**src/rtl/odsc_defines.vh**
```
// Constants for the octal converter serial command decoder
`ifndef ODSC_DEFINES_VH
`define ODSC_DEFINES_VH

// ----------------------------------------------------------------
// Serial frame
// ----------------------------------------------------------------
`define ODSC_CMD_W 16
`define ODSC_CNT_W 6
`define ODSC_CNT_ZERO 6'h00
`define ODSC_CNT_ONE 6'h01
`define ODSC_CNT_MAX 6'h3F
`define ODSC_EDGE_ABORT 6'h0F
`define ODSC_EDGE_MARK 6'h0F
`define ODSC_EDGE_EXEC 6'h10
`define ODSC_ECHO_TAP 14
`define ODSC_NCH 8
`define ODSC_CODE_W 12

// ----------------------------------------------------------------
// Command word fields
// ----------------------------------------------------------------
`define ODSC_FLAG_BIT 15
`define ODSC_NIB_HI 15
`define ODSC_NIB_LO 12
`define ODSC_SEL_HI 14
`define ODSC_SEL_LO 12
`define ODSC_CODE_HI 11
`define ODSC_MASK_HI 7
`define ODSC_CMD_REG_ONLY 4'h8
`define ODSC_CMD_WRITE_THRU 4'h9
`define ODSC_CMD_UPD_SELECT 4'hA
`define ODSC_CMD_CHA_WRITE 4'hB
`define ODSC_CMD_BROADCAST 4'hC
`define ODSC_CMD_PD_HIZ 4'hD
`define ODSC_CMD_PD_100K 4'hE
`define ODSC_CMD_PD_2K5 4'hF

// Output termination codes per channel
`define ODSC_TERM_ACTIVE 2'h0
`define ODSC_TERM_HIZ 2'h1
`define ODSC_TERM_100K 2'h2
`define ODSC_TERM_2K5 2'h3

// ----------------------------------------------------------------
// Register map
// ----------------------------------------------------------------
`define ODSC_ADDR_W 8
`define ODSC_A_CTRL 8'h00
`define ODSC_A_STATUS 8'h04
`define ODSC_A_LASTCMD 8'h08
`define ODSC_A_FRAMES 8'h0C
`define ODSC_A_ABORTS 8'h10
`define ODSC_A_PDTERM 8'h14
`define ODSC_BANK_CODE 3'h1
`define ODSC_BANK_LATCH 3'h2
`define ODSC_CTRL_RST 1'b1
`define ODSC_RESP_OKAY 2'h0
`define ODSC_RESP_SLVERR 2'h2

`endif

```
**src/rtl/odsc_top.v**
```verilog
// Octal converter serial command decoder with AXI4-Lite status access
//
// The register addresses and register access over AXI4-Lite were chosen for this implementation.
`timescale 1ns/1ps
`include "odsc_defines.vh"
module odsc_top (
   input wire aclk,                  // System clock, 100 MHz
   input wire aresetn,               // Synchronous reset, active low
   // Serial link
   input wire sclk,                  // Link serial clock
   input wire sync_n,                // Frame strobe, active low
   input wire sdin,                  // Serial data in
   output reg sdout,                 // Serial data out for chaining
   // Converter side
   output wire [95:0] dac_code,      // Output latches, channel 0 low
   output wire [7:0] pd_mask,        // Channel powered down
   output wire [15:0] pd_term,       // Termination code per channel
   output wire bias_shutdown,        // Global bias off
   // AXI4-Lite slave
   input wire [7:0] s_axi_awaddr,    // Write address
   input wire [2:0] s_axi_awprot,    // Write protection, unused
   input wire s_axi_awvalid,         // Write address valid
   output wire s_axi_awready,        // Write address ready
   input wire [31:0] s_axi_wdata,    // Write data
   input wire [3:0] s_axi_wstrb,     // Write strobes
   input wire s_axi_wvalid,          // Write data valid
   output wire s_axi_wready,         // Write data ready
   output reg [1:0] s_axi_bresp,     // Write response
   output reg s_axi_bvalid,          // Write response valid
   input wire s_axi_bready,          // Write response ready
   input wire [7:0] s_axi_araddr,    // Read address
   input wire [2:0] s_axi_arprot,    // Read protection, unused
   input wire s_axi_arvalid,         // Read address valid
   output wire s_axi_arready,        // Read address ready
   output reg [31:0] s_axi_rdata,    // Read data
   output reg [1:0] s_axi_rresp,     // Read response
   output reg s_axi_rvalid,          // Read data valid
   input wire s_axi_rready           // Read data ready
);

   // ----------------------------------------------------------------
   // Functions
   // ----------------------------------------------------------------
   // Channel select to one-hot
   function [7:0] odsc_onehot;
      input [2:0] sel;
      begin
         odsc_onehot = 8'h01 << sel;
      end
   endfunction
   // Power-down nibble to termination code
   function [1:0] odsc_term;
      input [3:0] nib;
      begin
         case (nib)
            `ODSC_CMD_PD_HIZ: odsc_term = `ODSC_TERM_HIZ;
            `ODSC_CMD_PD_100K: odsc_term = `ODSC_TERM_100K;
            `ODSC_CMD_PD_2K5: odsc_term = `ODSC_TERM_2K5;
            default: odsc_term = `ODSC_TERM_ACTIVE;
         endcase
      end
   endfunction

   // ----------------------------------------------------------------
   // Declarations
   // ----------------------------------------------------------------
   wire [2:0] pin_lvl, pin_rise, pin_fall;
   wire sclk_fall, frame_low, frame_start, frame_end, exec, abort;
   wire flag, is_pd, do_write, do_read;
   wire [3:0] nib;
   wire [7:0] sel_hot, mask;
   wire [11:0] field;
   wire [95:0] code_flat;
   reg [15:0] shift_q, last_cmd_q, frames_q, aborts_q;
   reg [`ODSC_CNT_W-1:0] cnt_q, cnt_base, cnt_d;
   reg link_en_q, wtm_q, aw_hold_q, w_hold_q, rd_err, wr_err;
   reg [7:0] awaddr_q;
   reg [31:0] wdata_q, rd_val;
   reg [3:0] wstrb_q;

   // ----------------------------------------------------------------
   // Link pin synchronisers
   // ----------------------------------------------------------------
   // Pins: bit 2 clock, bit 1 strobe, bit 0 data
   odsc_link_sync #(
      .W(3)
   ) u_sync (
      .aclk(aclk),
      .aresetn(aresetn),
      .pin_in({sclk, sync_n, sdin}),
      .pin_rst(3'h2),
      .level(pin_lvl),
      .rise(pin_rise),
      .fall(pin_fall)
   );
   assign sclk_fall = pin_fall[2];
   assign frame_low = ~pin_lvl[1];
   assign frame_start = pin_fall[1];
   assign frame_end = pin_rise[1];

   // ----------------------------------------------------------------
   // Serial frame receiver
   // ----------------------------------------------------------------
   // Edge count restarts at strobe fall and saturates
   always @* begin
      cnt_base = frame_start ? `ODSC_CNT_ZERO : cnt_q;
      if (cnt_base == `ODSC_CNT_MAX) begin
         cnt_d = cnt_base;
      end else begin
         cnt_d = cnt_base + `ODSC_CNT_ONE;
      end
   end

   // Shift, count and chain output
   always @(posedge aclk) begin
      if (!aresetn) begin
         shift_q <= 16'h0000;
         cnt_q <= `ODSC_CNT_ZERO;
         sdout <= 1'b0;
      end else begin
         if (frame_start) begin
            cnt_q <= `ODSC_CNT_ZERO;
            sdout <= 1'b0;
         end
         if (frame_low && sclk_fall && link_en_q) begin
            shift_q <= {shift_q[14:0], pin_lvl[0]};
            cnt_q <= cnt_d;
            if (cnt_d < `ODSC_EDGE_MARK) begin
               sdout <= 1'b0;
            end else if (cnt_d == `ODSC_EDGE_MARK) begin
               sdout <= 1'b1;
            end else begin
               // echo bit from fifteen edges back
               sdout <= shift_q[`ODSC_ECHO_TAP];
            end
         end
      end
   end
   assign exec = frame_end && link_en_q && (cnt_q >= `ODSC_EDGE_EXEC);
   assign abort = frame_end && link_en_q && (cnt_q < `ODSC_EDGE_EXEC);
   // ----------------------------------------------------------------
   // Command decode
   // ----------------------------------------------------------------
   assign nib = shift_q[`ODSC_NIB_HI:`ODSC_NIB_LO];
   assign flag = shift_q[`ODSC_FLAG_BIT];
   assign sel_hot = odsc_onehot(shift_q[`ODSC_SEL_HI:`ODSC_SEL_LO]);
   assign mask = shift_q[`ODSC_MASK_HI:0];
   assign field = shift_q[`ODSC_CODE_HI:0];
   assign is_pd = flag && (nib >= `ODSC_CMD_PD_HIZ);
   // Mode register and last command
   always @(posedge aclk) begin
      if (!aresetn) begin
         wtm_q <= 1'b0;
         last_cmd_q <= 16'h0000;
      end else if (exec) begin
         last_cmd_q <= shift_q;
         if (nib == `ODSC_CMD_REG_ONLY) begin
            wtm_q <= 1'b0;
         end else if (nib == `ODSC_CMD_WRITE_THRU) begin
            wtm_q <= 1'b1;
         end
      end
   end

   // ----------------------------------------------------------------
   // Channel code registers and output latches
   // ----------------------------------------------------------------
   genvar ch;
   generate
      for (ch = 0; ch < `ODSC_NCH; ch = ch + 1) begin : g_ch
         reg [11:0] code_q, latch_q;
         reg [1:0] term_q;
         wire wr_code, ld_new, ld_old, pd_go;

         assign wr_code = exec && ((!flag && sel_hot[ch]) ||
            (nib == `ODSC_CMD_CHA_WRITE && ch == 0) || (nib == `ODSC_CMD_BROADCAST));
         assign ld_new = exec && ((!flag && sel_hot[ch] && wtm_q) ||
            (nib == `ODSC_CMD_CHA_WRITE && ch == 0) || (nib == `ODSC_CMD_BROADCAST));
         assign ld_old = exec && ((nib == `ODSC_CMD_UPD_SELECT && mask[ch]) ||
            (nib == `ODSC_CMD_CHA_WRITE && ch != 0));
         assign pd_go = exec && is_pd && mask[ch];

         // Per-channel state
         always @(posedge aclk) begin
            if (!aresetn) begin
               code_q <= 12'h000;
               latch_q <= 12'h000;
               term_q <= `ODSC_TERM_ACTIVE;
            end else begin
               if (wr_code) begin
                  code_q <= field;
               end
               if (ld_new) begin
                  latch_q <= field;
               end else if (ld_old) begin
                  latch_q <= code_q;
               end
               if (pd_go) begin
                  term_q <= odsc_term(nib);
               end else if (ld_new || ld_old) begin
                  term_q <= `ODSC_TERM_ACTIVE;
               end
            end
         end

         assign code_flat[ch*12 +: 12] = code_q;
         assign dac_code[ch*12 +: 12] = latch_q;
         assign pd_term[ch*2 +: 2] = term_q;
         assign pd_mask[ch] = (term_q != `ODSC_TERM_ACTIVE);
      end
   endgenerate

   // bias off only when all down
   assign bias_shutdown = &pd_mask;

   // ----------------------------------------------------------------
   // AXI4-Lite write channel
   // ----------------------------------------------------------------
   assign s_axi_awready = ~aw_hold_q & ~s_axi_bvalid;
   assign s_axi_wready = ~w_hold_q & ~s_axi_bvalid;
   assign do_write = aw_hold_q & w_hold_q & ~s_axi_bvalid;

   // Writable offsets
   always @* begin
      case (awaddr_q)
         `ODSC_A_CTRL: wr_err = 1'b0;
         `ODSC_A_FRAMES: wr_err = 1'b0;
         `ODSC_A_ABORTS: wr_err = 1'b0;
         default: wr_err = 1'b1;
      endcase
   end
   // Address and data capture, response
   always @(posedge aclk) begin
      if (!aresetn) begin
         aw_hold_q <= 1'b0;
         w_hold_q <= 1'b0;
         awaddr_q <= 8'h00;
         wdata_q <= 32'h00000000;
         wstrb_q <= 4'h0;
         s_axi_bvalid <= 1'b0;
         s_axi_bresp <= `ODSC_RESP_OKAY;
      end else begin
         if (s_axi_awvalid && s_axi_awready) begin
            aw_hold_q <= 1'b1;
            awaddr_q <= {s_axi_awaddr[7:2], 2'b00};
         end
         if (s_axi_wvalid && s_axi_wready) begin
            w_hold_q <= 1'b1;
            wdata_q <= s_axi_wdata;
            wstrb_q <= s_axi_wstrb;
         end
         if (do_write) begin
            aw_hold_q <= 1'b0;
            w_hold_q <= 1'b0;
            s_axi_bvalid <= 1'b1;
            s_axi_bresp <= wr_err ? `ODSC_RESP_SLVERR : `ODSC_RESP_OKAY;
         end else if (s_axi_bvalid && s_axi_bready) begin
            s_axi_bvalid <= 1'b0;
         end
      end
   end

   // Control bit and frame counters
   always @(posedge aclk) begin
      if (!aresetn) begin
         link_en_q <= `ODSC_CTRL_RST;
         frames_q <= 16'h0000;
         aborts_q <= 16'h0000;
      end else begin
         if (do_write && awaddr_q == `ODSC_A_CTRL && wstrb_q[0]) begin
            link_en_q <= wdata_q[0];
         end
         // Event count wins over software clear
         if (exec) begin
            frames_q <= frames_q + 16'h0001;
         end else if (do_write && awaddr_q == `ODSC_A_FRAMES) begin
            frames_q <= 16'h0000;
         end
         if (abort) begin
            aborts_q <= aborts_q + 16'h0001;
         end else if (do_write && awaddr_q == `ODSC_A_ABORTS) begin
            aborts_q <= 16'h0000;
         end
      end
   end

   // ----------------------------------------------------------------
   // AXI4-Lite read channel
   // ----------------------------------------------------------------
   assign s_axi_arready = ~s_axi_rvalid;
   assign do_read = s_axi_arvalid & s_axi_arready;

   // Read decode
   always @* begin
      rd_val = 32'h00000000;
      rd_err = 1'b0;
      case (s_axi_araddr[7:5])
         `ODSC_BANK_CODE: rd_val = {20'h00000, code_flat[s_axi_araddr[4:2]*12 +: 12]};
         `ODSC_BANK_LATCH: rd_val = {20'h00000, dac_code[s_axi_araddr[4:2]*12 +: 12]};
         default: begin
            case ({s_axi_araddr[7:2], 2'b00})
               `ODSC_A_CTRL: rd_val = {31'h00000000, link_en_q};
               `ODSC_A_STATUS: rd_val = {16'h0000, pd_mask, 5'h00, frame_low,
                  bias_shutdown, wtm_q};
               `ODSC_A_LASTCMD: rd_val = {16'h0000, last_cmd_q};
               `ODSC_A_FRAMES: rd_val = {16'h0000, frames_q};
               `ODSC_A_ABORTS: rd_val = {16'h0000, aborts_q};
               `ODSC_A_PDTERM: rd_val = {16'h0000, pd_term};
               default: rd_err = 1'b1;
            endcase
         end
      endcase
   end

   // Registered read answer
   always @(posedge aclk) begin
      if (!aresetn) begin
         s_axi_rvalid <= 1'b0;
         s_axi_rdata <= 32'h00000000;
         s_axi_rresp <= `ODSC_RESP_OKAY;
      end else if (do_read) begin
         s_axi_rvalid <= 1'b1;
         s_axi_rdata <= rd_val;
         s_axi_rresp <= rd_err ? `ODSC_RESP_SLVERR : `ODSC_RESP_OKAY;
      end else if (s_axi_rvalid && s_axi_rready) begin
         s_axi_rvalid <= 1'b0;
      end
   end

endmodule // odsc_top

```
**src/rtl/odsc_link_sync.v**
```verilog
// Two-flop synchronisers with edge detection for the serial link pins
`timescale 1ns/1ps
module odsc_link_sync #(
   parameter W = 3
) (
   input wire aclk,            // System clock
   input wire aresetn,         // Synchronous reset, active low
   input wire [W-1:0] pin_in,  // Raw link pins
   input wire [W-1:0] pin_rst, // Levels taken during reset
   output wire [W-1:0] level,  // Synchronised level
   output wire [W-1:0] rise,   // One-cycle rising pulse
   output wire [W-1:0] fall    // One-cycle falling pulse
);

   reg [W-1:0] meta_q;
   reg [W-1:0] sync_q;
   reg [W-1:0] prev_q;

   // ----------------------------------------------------------------
   // Synchroniser chain
   // ----------------------------------------------------------------
   // First stage is read by the second stage only
   always @(posedge aclk) begin
      if (!aresetn) begin
         meta_q <= pin_rst;
         sync_q <= pin_rst;
         prev_q <= pin_rst;
      end else begin
         meta_q <= pin_in;
         sync_q <= meta_q;
         prev_q <= sync_q;
      end
   end

   // Edge pulses from settled stages
   assign level = sync_q;
   assign rise = sync_q & ~prev_q;
   assign fall = ~sync_q & prev_q;

endmodule // odsc_link_sync

```
**config.mk**
```make
export PLATFORM = sky130hd
export DESIGN_NAME = odsc_top
export DESIGN_NICKNAME = d
export VERILOG_FILES = /design/src/rtl/odsc_top.v /design/src/rtl/odsc_link_sync.v
export VERILOG_INCLUDE_DIRS = /design/src /design/src/rtl
export SDC_FILE = /design/constraint.sdc
export NUM_CORES = 1
export LEC_CHECK = 0
export BUFFER_PORTS_ARGS = -buffer_cell sky130_fd_sc_hd__buf_2
export CELL_PAD_IN_SITES_DETAIL_PLACEMENT = 1
export CELL_PAD_IN_SITES_GLOBAL_PLACEMENT = 1
export CORE_UTILIZATION = 44
export DETAILED_ROUTE_END_ITERATION = 10
export GPL_TIMING_DRIVEN = 0
export PLACE_DENSITY = 0.84
export SYNTH_ARGS = -nofsm -noshare
export SYNTH_HDL_FRONTEND = slang
export SYNTH_SLANG_ARGS = --single-unit
```
**constraint.sdc**
```tcl
create_clock -name aclk -period 3.1 [get_ports aclk]
set_input_delay 0.155 -clock aclk [delete_from_list [all_inputs] [get_ports aclk]]
set_output_delay 0.155 -clock aclk [all_outputs]
set_load 0.02 [all_outputs]
```
==> flow_summary.json, run 1 <==
{
  "min_from": "s_axi_wvalid",
  "antenna_left": 0,
  "globalRouteOverflowTotal": 0,
  "clk_latency_ps": 560,
  "leakage_nw": 7.64,
  "setup_tns_ps": 0,
  "clkTransAtPathRegs_ps": 60,
  "cts_setup_buffers": 0,
  "finalCritPeriodShare_pct": 96.9,
  "die_y_um": 191,
  "ys_seq_elements": 319,
  "start_util_pct": 44.9,
  "die-area_mm2": 0.0363,
  "hpwl_um": 47900,
  "worst-setup-path-type": "flip-flop to flip-flop",
  "netSwitchingFraction_pct": 24.8,
  "final_util_pct": 53.0,
  "cts_buffers": 37,
  "seq_area_frac_synth_pct": 40.8,
  "crit_start": "link_en_q",
  "drv_slew": 5,
  "finalClockSkew_ps": 31.9,
  "pwr-share-seq_pct": 45.8,
  "routabilityCongestion": 0.945,
  "final_cells": 2354,
  "drive_gt1_share_pct": 21.4,
  "syn_area_mm2": 0.0156,
  "seq_area_mm2": 0.00639,
  "vias_per_cell": 6.59,
  "cts_tree": "built",
  "grt_max_degree": 14,
  "synth_warnings": 0,
  "p_int_w": 0.00680,
  "slew_headroom_pct": -3.91,
  "tightest_slew_ps": 1560,
  "violations": "capacitance limit, slew limit",
  "antenna_found_initial": 2,
  "async_flop_share_pct": 0,
  "setup_violations": 0,
  "drt_iter0_drc": 1732,
  "via_count": 15517,
  "htree_levels": 2,
  "grt_pass1_wl_um": 101000,
  "hold_viol": 0,
  "worst_path_max_delay_cell": "nand3_1",
  "fin_nets": 1943,
  "synth_cell_types": 78,
  "yosys-top-cells-area": "dfxtp_1, mux2i_1, mux4_2",
  "critPathCaptureType": "flip-flop",
  "crit_fanout": 10,
  "synth_edf_count": 0,
  "grt_pass1_vias": 15539,
  "ios": 231,
  "syn_area_per_cell_um2": 9.55,
  "power_frac_clock_pct": 48.9,
  "n_fill_cell": 4021,
  "remaining_drc_errors": 0,
  "slowest_delay_ps": 690,
  "core-area_mm2": 0.0348,
  "comb_power_share_pct": 5.2,
  "fin_crit_ps": 3000,
  "max-vdd-ir-drop_uv": 370,
  "fmax_ghz": 0.333,
  "clock_sinks": 319,
  "rsz0062_at_grt": "no",
  "powerDensity_mw_per_mm2": 490,
  "grt.total_usage_pct": 37.9,
  "synth_top_area_share_pct": 40.8,
  "placedCellCount": 2274,
  "finalPower_w": 0.00905,
  "rr_startpoint": "link_en_q",
  "cts-root-buf": "clkbuf_16",
  "dr.pass1.iters": 8,
  "cap_violations": 1,
  "wl_per_cell_um": 29.6,
  "multiInputGateArea_mm2": 0.00832,
  "routed_wirelength_um": 69600,
  "crit_chain": "nand3b_4, nor2_4, clkbuf_1, nand3_1, o221ai_1, a21oi_1",
  "clk_path_buf_depth": 3,
  "cp.required_ps": 3530,
  "place_ws_ps": 78.3,
  "cp-start-kind": "flip-flop",
  "rows": 68,
  "synthFlopType": "dfxtp_1",
  "port_buffers": 165,
  "fp.dieW_um": 191,
  "yosysTopAreaCell": "dfxtp_1",
  "worstPathArrival_ps": 3430,
  "status": "finished with violations",
  "hp-class": "primary input to flip-flop",
  "power.switching_w": 0.00224,
  "syn-instance-count": 1637,
  "worst_slack_ps": 96.9,
  "area_delta_synth_final_pct": 17.9
}
[kinds of logic after synthesis]
group                      synth area share (%)
adders and majority gates                 0.240
buffers and inverters                      6.39
DFF                                        40.8
xor gates and xnor gates                  0.672
muxes                                      22.7
and+or+nand+nor                            16.3
other                                    0.0240
AOI/OAI and AO/OA                          12.8
[Yosys cell counts (7+ instances only)]
| cell | n |
|---|---|
| mux4_2 | 56 |
| mux2i_1 | 193 |
| clkbuf_1 | 85 |
| inv_1 | 23 |
| xnor2_1 | 10 |
| nor3_1 | 12 |
| nand2_1 | 125 |
| a22oi_1 | 7 |
| buf_4 | 34 |
| and2_1 | 16 |
| buf_6 | 11 |
| and3_1 | 11 |
| a31oi_1 | 10 |
| a211oi_1 | 87 |
| a222oi_1 | 8 |
| nand4_1 | 20 |
| nor2_1 | 248 |
| o21ai_0 | 35 |
| nand3b_1 | 8 |
| mux2_2 | 21 |
| nand3_1 | 42 |
| a21oi_1 | 89 |
| buf_2 | 29 |
| o221ai_1 | 10 |
| nand2b_1 | 8 |
| dfxtp_1 | 319 |
[repair_timing]
action                                  CTS  global route
endpoints found under the setup margin    0             2
hold endpoints to repair                 13             0
hold buffers                             14             0
resized for setup                         0             3
[layout by cell type (no fill, tap or decap), types with 35 or more instances in the layout]
cell	count
nor2_1	248
buf_2	194
clkbuf_16	37
nand2_1	125
o21ai_0	35
dfxtp_1	318
clkbuf_1	89
a211oi_1	87
mux2i_1	193
a21oi_1	89
nand3_1	42
mux4_2	56
[power by group through the flow]
stage	registers [W]	clock network [W]	logic [W]
after global routing	0.00415	0.00459	0.000490
after CTS	0.00414	0.00440	0.000456
final	0.00414	0.00443	0.000474
after global placement	0.00423	0	0.000434
after detailed placement	0.00424	0	0.000442
after floorplan	0.00424	0	0.000267
[path summary, 6_finish.rpt]
kind	end	slack, ps	depth (start not counted)
hold / removal	w_hold_q	60	4
setup / recovery	g_ch[1].latch_q[6]	100	6
hold reg to reg	u_sync.level[1]	410	1
setup reg to reg	g_ch[1].latch_q[6]	100	6
[metal layers]
metal	routed length (um)	GRT usage, %	vias up
li1	-	-	6342
met1	26900	48.7	7740
met2	30300	57.9	1119
met3	8010	9.86	312
met4	4280	20.5	4
met5	23	0	-
[critical path, delay by kind of cell, from the launching register on]
family | cells | cell delay [ps]
DFF | 1 | 580
and+or+nand+nor | 3 | 1230
buffers and inverters | 1 | 500
AOI/OAI and AO/OA | 2 | 570
[per-stage QoR]
step | hold WS [ps] | instance area (um2)
after floorplan | 254 | 15700
after global placement | 341 | 17100
after detailed placement | 347 | 17100
after CTS | 43.5 | 18400
after global routing | 96.7 | 18400
final | 61.7 | 18400
[registers in the layout (all words and copies together), names as in the netlist, 2 cells and up]
| signal | count |
|---|---|
| u_sync.prev_q | 2 |
| u_sync.meta_q | 3 |
| shift_q | 16 |
| aborts_q | 16 |
| u_sync.level | 3 |
| cnt_q | 6 |
| awaddr_q | 6 |
| s_axi_rdata | 16 |
| g_ch.latch_q | 96 |
| g_ch.term_q | 16 |
| g_ch.code_q | 96 |
| last_cmd_q | 16 |
| frames_q | 16 |
[final cells by class]
type / count / area share, %
Multi-Input combinational cell: 1143 / 45.1
Clock inverter: 13 / 0.651
Clock buffer: 52 / 5.87
Sequential cell: 319 / 34.6
Inverter: 27 / 0.549
Timing Repair Buffer: 179 / 5.24
Buffer: 165 / 4.88
Tap cell: 455 / 3.09
Antenna cell: 1 / 0.0136
Note: power is estimated with default switching activity, not from simulation.
==> run 2, diff against run 1 <==
--- a/config.mk
+++ b/config.mk
@@ -9,6 +9,7 @@
 export BUFFER_PORTS_ARGS = -buffer_cell sky130_fd_sc_hd__buf_2
 export CELL_PAD_IN_SITES_DETAIL_PLACEMENT = 1
 export CELL_PAD_IN_SITES_GLOBAL_PLACEMENT = 1
+export CORE_MARGIN = 2
 export CORE_UTILIZATION = 44
 export DETAILED_ROUTE_END_ITERATION = 10
 export GPL_TIMING_DRIVEN = 0
==> run 2 against run 1 <==
Against the previous run:
- the run now ends clean
- sequential share of layout area about the same
- setup slack better by 130 ps
- wire length down 3.0%
- non-clock buffer count is the same
- cell area about the same
- via count is 1.8% lower
- largest cell class unchanged
- sequential power about the same
- die area increased by 2.1%
- hold slack got worse by 11 ps
- highest routed layer is now met4
- total power down 0.17%
==> flow_summary.json, run 2 (same netlist as run 1, synthesis figures left out) <==
{
  "status": "finished clean",
  "via_count": 15241,
  "grt_max_degree": 14,
  "grt.total_usage_pct": 36.2,
  "die-area_mm2": 0.0371,
  "wl_per_cell_um": 28.6,
  "dr.pass1.iters": 6,
  "antenna_found_initial": 0,
  "grt_pass1_vias": 15253,
  "ios": 231,
  "powerDensity_mw_per_mm2": 490,
  "globalRouteOverflowTotal": 0,
  "rsz0062_at_grt": "no",
  "finalCritPeriodShare_pct": 92.5,
  "critPathCaptureType": "flip-flop",
  "tightest_slew_ps": 1370,
  "remaining_drc_errors": 0,
  "core-area_mm2": 0.0353,
  "setup_tns_ps": 0,
  "routabilityCongestion": 0.938,
  "cp.required_ps": 3510,
  "cp-start-kind": "flip-flop",
  "max-vdd-ir-drop_uv": 321,
  "pwr-share-seq_pct": 45.9,
  "n_fill_cell": 4048,
  "fmax_ghz": 0.349,
  "cap_violations": 0,
  "vias_per_cell": 6.46,
  "reg_top3": "g_ch.code_q x96, g_ch.latch_q x96",
  "fin_nets": 1942,
  "hp-class": "primary input to flip-flop",
  "drv_slew": 0,
  "leakage_nw": 7.63,
  "cts_tree": "built",
  "drt_iter0_drc": 1559,
  "antenna_left": 0,
  "netSwitchingFraction_pct": 24.0,
  "grt_pass1_wl_um": 98600,
  "worst-setup-path-type": "flip-flop to flip-flop",
  "clkTransAtPathRegs_ps": 60,
  "cts-root-buf": "clkbuf_16",
  "hold_viol": 0,
  "clock_sinks": 319,
  "clk_path_buf_depth": 3,
  "fin_crit_ps": 2870,
  "final_cell_mix": "dfxtp_1, nor2_1, buf_2",
  "area_delta_synth_final_pct": 18.0,
  "cts_setup_buffers": 0,
  "hpwl_um": 47500,
  "rows": 69,
  "routed_wirelength_um": 67500,
  "worstPathArrival_ps": 3280,
  "die_y_um": 193,
  "fp.dieW_um": 193,
  "drive_gt1_share_pct": 21.1,
  "crit_fanout": 10,
  "power_frac_clock_pct": 48.9,
  "cts_buffers": 36,
  "mostFrequentLayoutCell": "dfxtp_1",
  "finalClockSkew_ps": 25.0,
  "htree_levels": 2,
  "clk_latency_ps": 540,
  "slew_headroom_pct": 8.77,
  "p_int_w": 0.00686,
  "power.switching_w": 0.00217,
  "start_util_pct": 44.3,
  "setup_violations": 0,
  "comb_power_share_pct": 5.2,
  "port_buffers": 165,
  "holdWs_ps": 50.5
}
-- run 2: changes by cell type in the layout (fill, tap and decap cells not counted), sizes merged --
cell    before  now
inv         24   26
clkbuf     137  143
clkinv      15    5
-- run 2: worst max-delay path, cell delays in order (launching register included) --
cell,delay (ps)
dfxtp_2,460
nand2b_1,290
clkbuf_2,290
and2_1,180
ha_1,260
and3_1,180
clkbuf_1,210
and4_1,280
o21bai_1,90
a32o_1,270
a32o_1,250
-- run 2: per-layer routing --
metal	up-vias	track usage (%)	wire (um)
met5	-	0	0
li1	6361	-	-
met4	0	18.1	4010
met3	280	9.26	7710
met1	7571	47.3	26600
met2	1029	55.5	29200
-- run 2: final timing paths --
check,startpoint,endpoint,slack [ps],cells past startpoint
hold reg to reg,u_sync.meta_q[1],u_sync.level[1],420,1
setup reg to reg,u_sync.level[1],sdout,230,10
hold / removal,s_axi_wvalid,w_hold_q,50,4
setup / recovery,u_sync.level[1],sdout,230,10
-- run 2: timing repair --
| action | in CTS | in global routing |
|---|---|---|
| endpoints found under the setup margin | 0 | 2 |
| gates resized for setup | 0 | 3 |
| hold buffers | 14 | 0 |
| hold endpoints to repair | 13 | 0 |
-- run 2: area by class of cell --
type	count	area, um2	area share [%]
Timing Repair Buffer	179	966	5.24
Antenna cell	1	2.50	0.0136
Sequential cell	319	6390	34.6
Clock inverter	5	61.3	0.332
Clock buffer	58	1130	6.15
Inverter	27	101	0.549
Multi-Input combinational cell	1143	8320	45.1
Buffer	165	900	4.88
Tap cell	461	577	3.13
-- run 2: per-stage QoR --
stage / util (%) / instance area (um2) / instances / total power [W] / setup slack [ps]
3_3_place_gp: 48.4 / 17100 / 2280 / 0.00467 / 126
5_1_grt: 52.2 / 18400 / 2357 / 0.00919 / 45.3
4_1_cts: 52.2 / 18400 / 2357 / 0.00900 / 3.59
2_1_floorplan: - / 15700 / 1654 / 0.00451 / 626
6_report: 52.2 / 18400 / 2358 / 0.00903 / 231
3_5_place_dp: 48.4 / 17100 / 2280 / 0.00467 / 30.1
-- run 2: power groups by stage --
stage,combinational (W),clock [W],sequential [W]
global placement,0.000433,0,0.00423
finish,0.000469,0.00441,0.00415
CTS,0.000455,0.00440,0.00415
global route,0.000493,0.00455,0.00415
detailed placement,0.000437,0,0.00424
floorplan,0.000267,0,0.00424
==> run 3, diff against run 2 <==
==> constraint.sdc (replaced) <==
create_clock -name aclk -period 3.05 [get_ports aclk]
set_input_delay 0.1525 -clock aclk [delete_from_list [all_inputs] [get_ports aclk]]
set_output_delay 0.1525 -clock aclk [all_outputs]
set_load 0.02 [all_outputs]
==> run 3 against run 2 <==
Against the previous run:
- utilization unchanged
- critical path depth decreased by 4
- first-iteration DRC count shrank 0.83%
==> flow_summary.json, run 3 (same netlist as run 1, synthesis figures left out) <==
{
  "drive_gt1_share_pct": 21.2,
  "rsz0062_at_grt": "no",
  "slew_headroom_pct": 3.15,
  "cts_setup_buffers": 0,
  "finalClockSkew_ps": 24.6,
  "worst-setup-path-type": "flip-flop to flip-flop",
  "status": "finished clean",
  "reg2regPathDepth": 6,
  "clk_path_buf_depth": 3,
  "dr_wl_met2_um": 29400,
  "crit_end": "g_ch[1].latch_q[6]",
  "clock_sinks": 319,
  "area_delta_synth_final_pct": 18.0,
  "critPathCaptureType": "flip-flop",
  "htree_levels": 2,
  "dr.pass1.iters": 6,
  "crit_fanout": 10,
  "n_fill_cell": 4047,
  "r2r_end": "g_ch[1].latch_q[6]",
  "remaining_drc_errors": 0,
  "placed_area_mm2": 0.0171,
  "final_util_pct": 52.2,
  "setup_tns_ps": 0,
  "slowest_delay_ps": 620,
  "p_int_w": 0.00698,
  "crit_start": "link_en_q",
  "hpwl_um": 47500,
  "max-vdd-ir-drop_uv": 327,
  "drt_iter0_drc": 1546,
  "cp-start-kind": "flip-flop",
  "hold_viol": 0,
  "grt_pass1_wl_um": 98600,
  "setup_violations": 0,
  "fin_crit_ps": 2860,
  "power.switching_w": 0.00221,
  "antenna_found_initial": 0,
  "die_y_um": 193,
  "pwr-share-seq_pct": 45.9,
  "fp.dieW_um": 193,
  "core-area_mm2": 0.0353,
  "wl_met1_um": 26400,
  "cts_buffers": 36,
  "placedCellCount": 2280,
  "routed_wirelength_um": 67400,
  "fin_nets": 1942,
  "fmax_ghz": 0.349,
  "reg2reg_slack_ps": 190,
  "clk_latency_ps": 540,
  "ios": 231,
  "rr_startpoint": "link_en_q",
  "drv_slew": 0,
  "top_layer_used": "met4",
  "port_buffers": 165,
  "antenna_left": 0,
  "leakage_nw": 7.63,
  "clkTransAtPathRegs_ps": 60,
  "powerDensity_mw_per_mm2": 498,
  "worstPathArrival_ps": 3280,
  "globalRouteOverflowTotal": 0,
  "grt.total_usage_pct": 36.2,
  "hp-class": "primary input to flip-flop",
  "min_from": "s_axi_wvalid",
  "tightest_slew_ps": 1450,
  "cts_tree": "built",
  "reg_top3": "g_ch.code_q x96, g_ch.latch_q x96",
  "cp.required_ps": 3460,
  "wl_per_cell_um": 28.6,
  "crit_chain": "nand3b_4, nor2_4, clkbuf_1, nand3_1, o221ai_1, a21oi_1",
  "num_antenna_cells": 0,
  "routabilityCongestion": 0.938,
  "comb_power_share_pct": 5.2,
  "grt_max_degree": 14,
  "cts-root-buf": "clkbuf_16",
  "finalCritPeriodShare_pct": 93.9,
  "die-area_mm2": 0.0371,
  "worst_path_max_delay_cell": "nand3_1",
  "vias_per_cell": 6.46,
  "final_cell_mix": "dfxtp_1, nor2_1, buf_2",
  "start_util_pct": 44.3,
  "via_count": 15217,
  "cap_violations": 0,
  "netSwitchingFraction_pct": 24.0,
  "final_cells": 2357,
  "grt_pass1_vias": 15253,
  "power_frac_clock_pct": 48.9,
  "design_area_mm2": 0.0184,
  "rows": 69,
  "wl_met3_um": 7840,
  "mostFrequentLayoutCell": "dfxtp_1"
}
run 3: metrics by stage:
step                power (W)  hold slack, ps  worst slack (ps)
finish                0.00919            47.9               186
global route          0.00934            87.1              78.9
CTS                   0.00915            50.6              90.1
detailed placement    0.00475             342             -19.9
global placement      0.00474             334              75.8
floorplan             0.00458             252               576
run 3: cell type report:
class	instances	area (um2)	area share (%)
plain buffers	165	900	4.88
clock buffers	58	1130	6.15
clock inverters	5	61.3	0.332
inverters	27	101	0.549
multi-input cells	1143	8320	45.1
flip-flops and latches	319	6390	34.6
well taps	461	577	3.13
repair buffers	179	966	5.24
run 3: worst max-delay path: cells and delay by family (launching register included):
family,cells,cell delay [ps]
buf+inv,1,530
flops,1,580
compound gates,2,480
simple gates,3,1150
run 3: worst min-delay path by stage:
stage                  endpoint  slack, ps  depth (start not counted)
2_1_floorplan      s_axi_rvalid        250                          1
3_3_place_gp   u_sync.meta_q[1]        330                          2
3_5_place_dp   u_sync.meta_q[1]        340                          2
4_1_cts                w_hold_q         50                          4
5_1_grt                w_hold_q         90                          4
6_report               w_hold_q         50                          4
run 3: what timing repair did:
| action | CTS | global route |
|---|---|---|
| setup endpoints to repair | 1 | 1 |
| gates resized for setup | 1 | 2 |
| hold endpoints to repair | 13 | 0 |
| hold buffers | 14 | 0 |
| pin swaps | 0 | 0 |
run 3: per-layer routing:
layer | vias up | global-route usage [%]
li1 | 6353 | -
met1 | 7556 | 47.3
met2 | 1059 | 55.5
met3 | 249 | 9.26
met4 | 0 | 18.1
met5 | - | 0
run 3: power groups by stage:
stage          sequential, W  combinational (W)  clock (W)
2_1_floorplan        0.00431           0.000271          0
3_3_place_gp         0.00430           0.000440          0
3_5_place_dp         0.00431           0.000445          0
4_1_cts              0.00421           0.000463    0.00447
5_1_grt              0.00422           0.000501    0.00463
6_report             0.00421           0.000477    0.00450
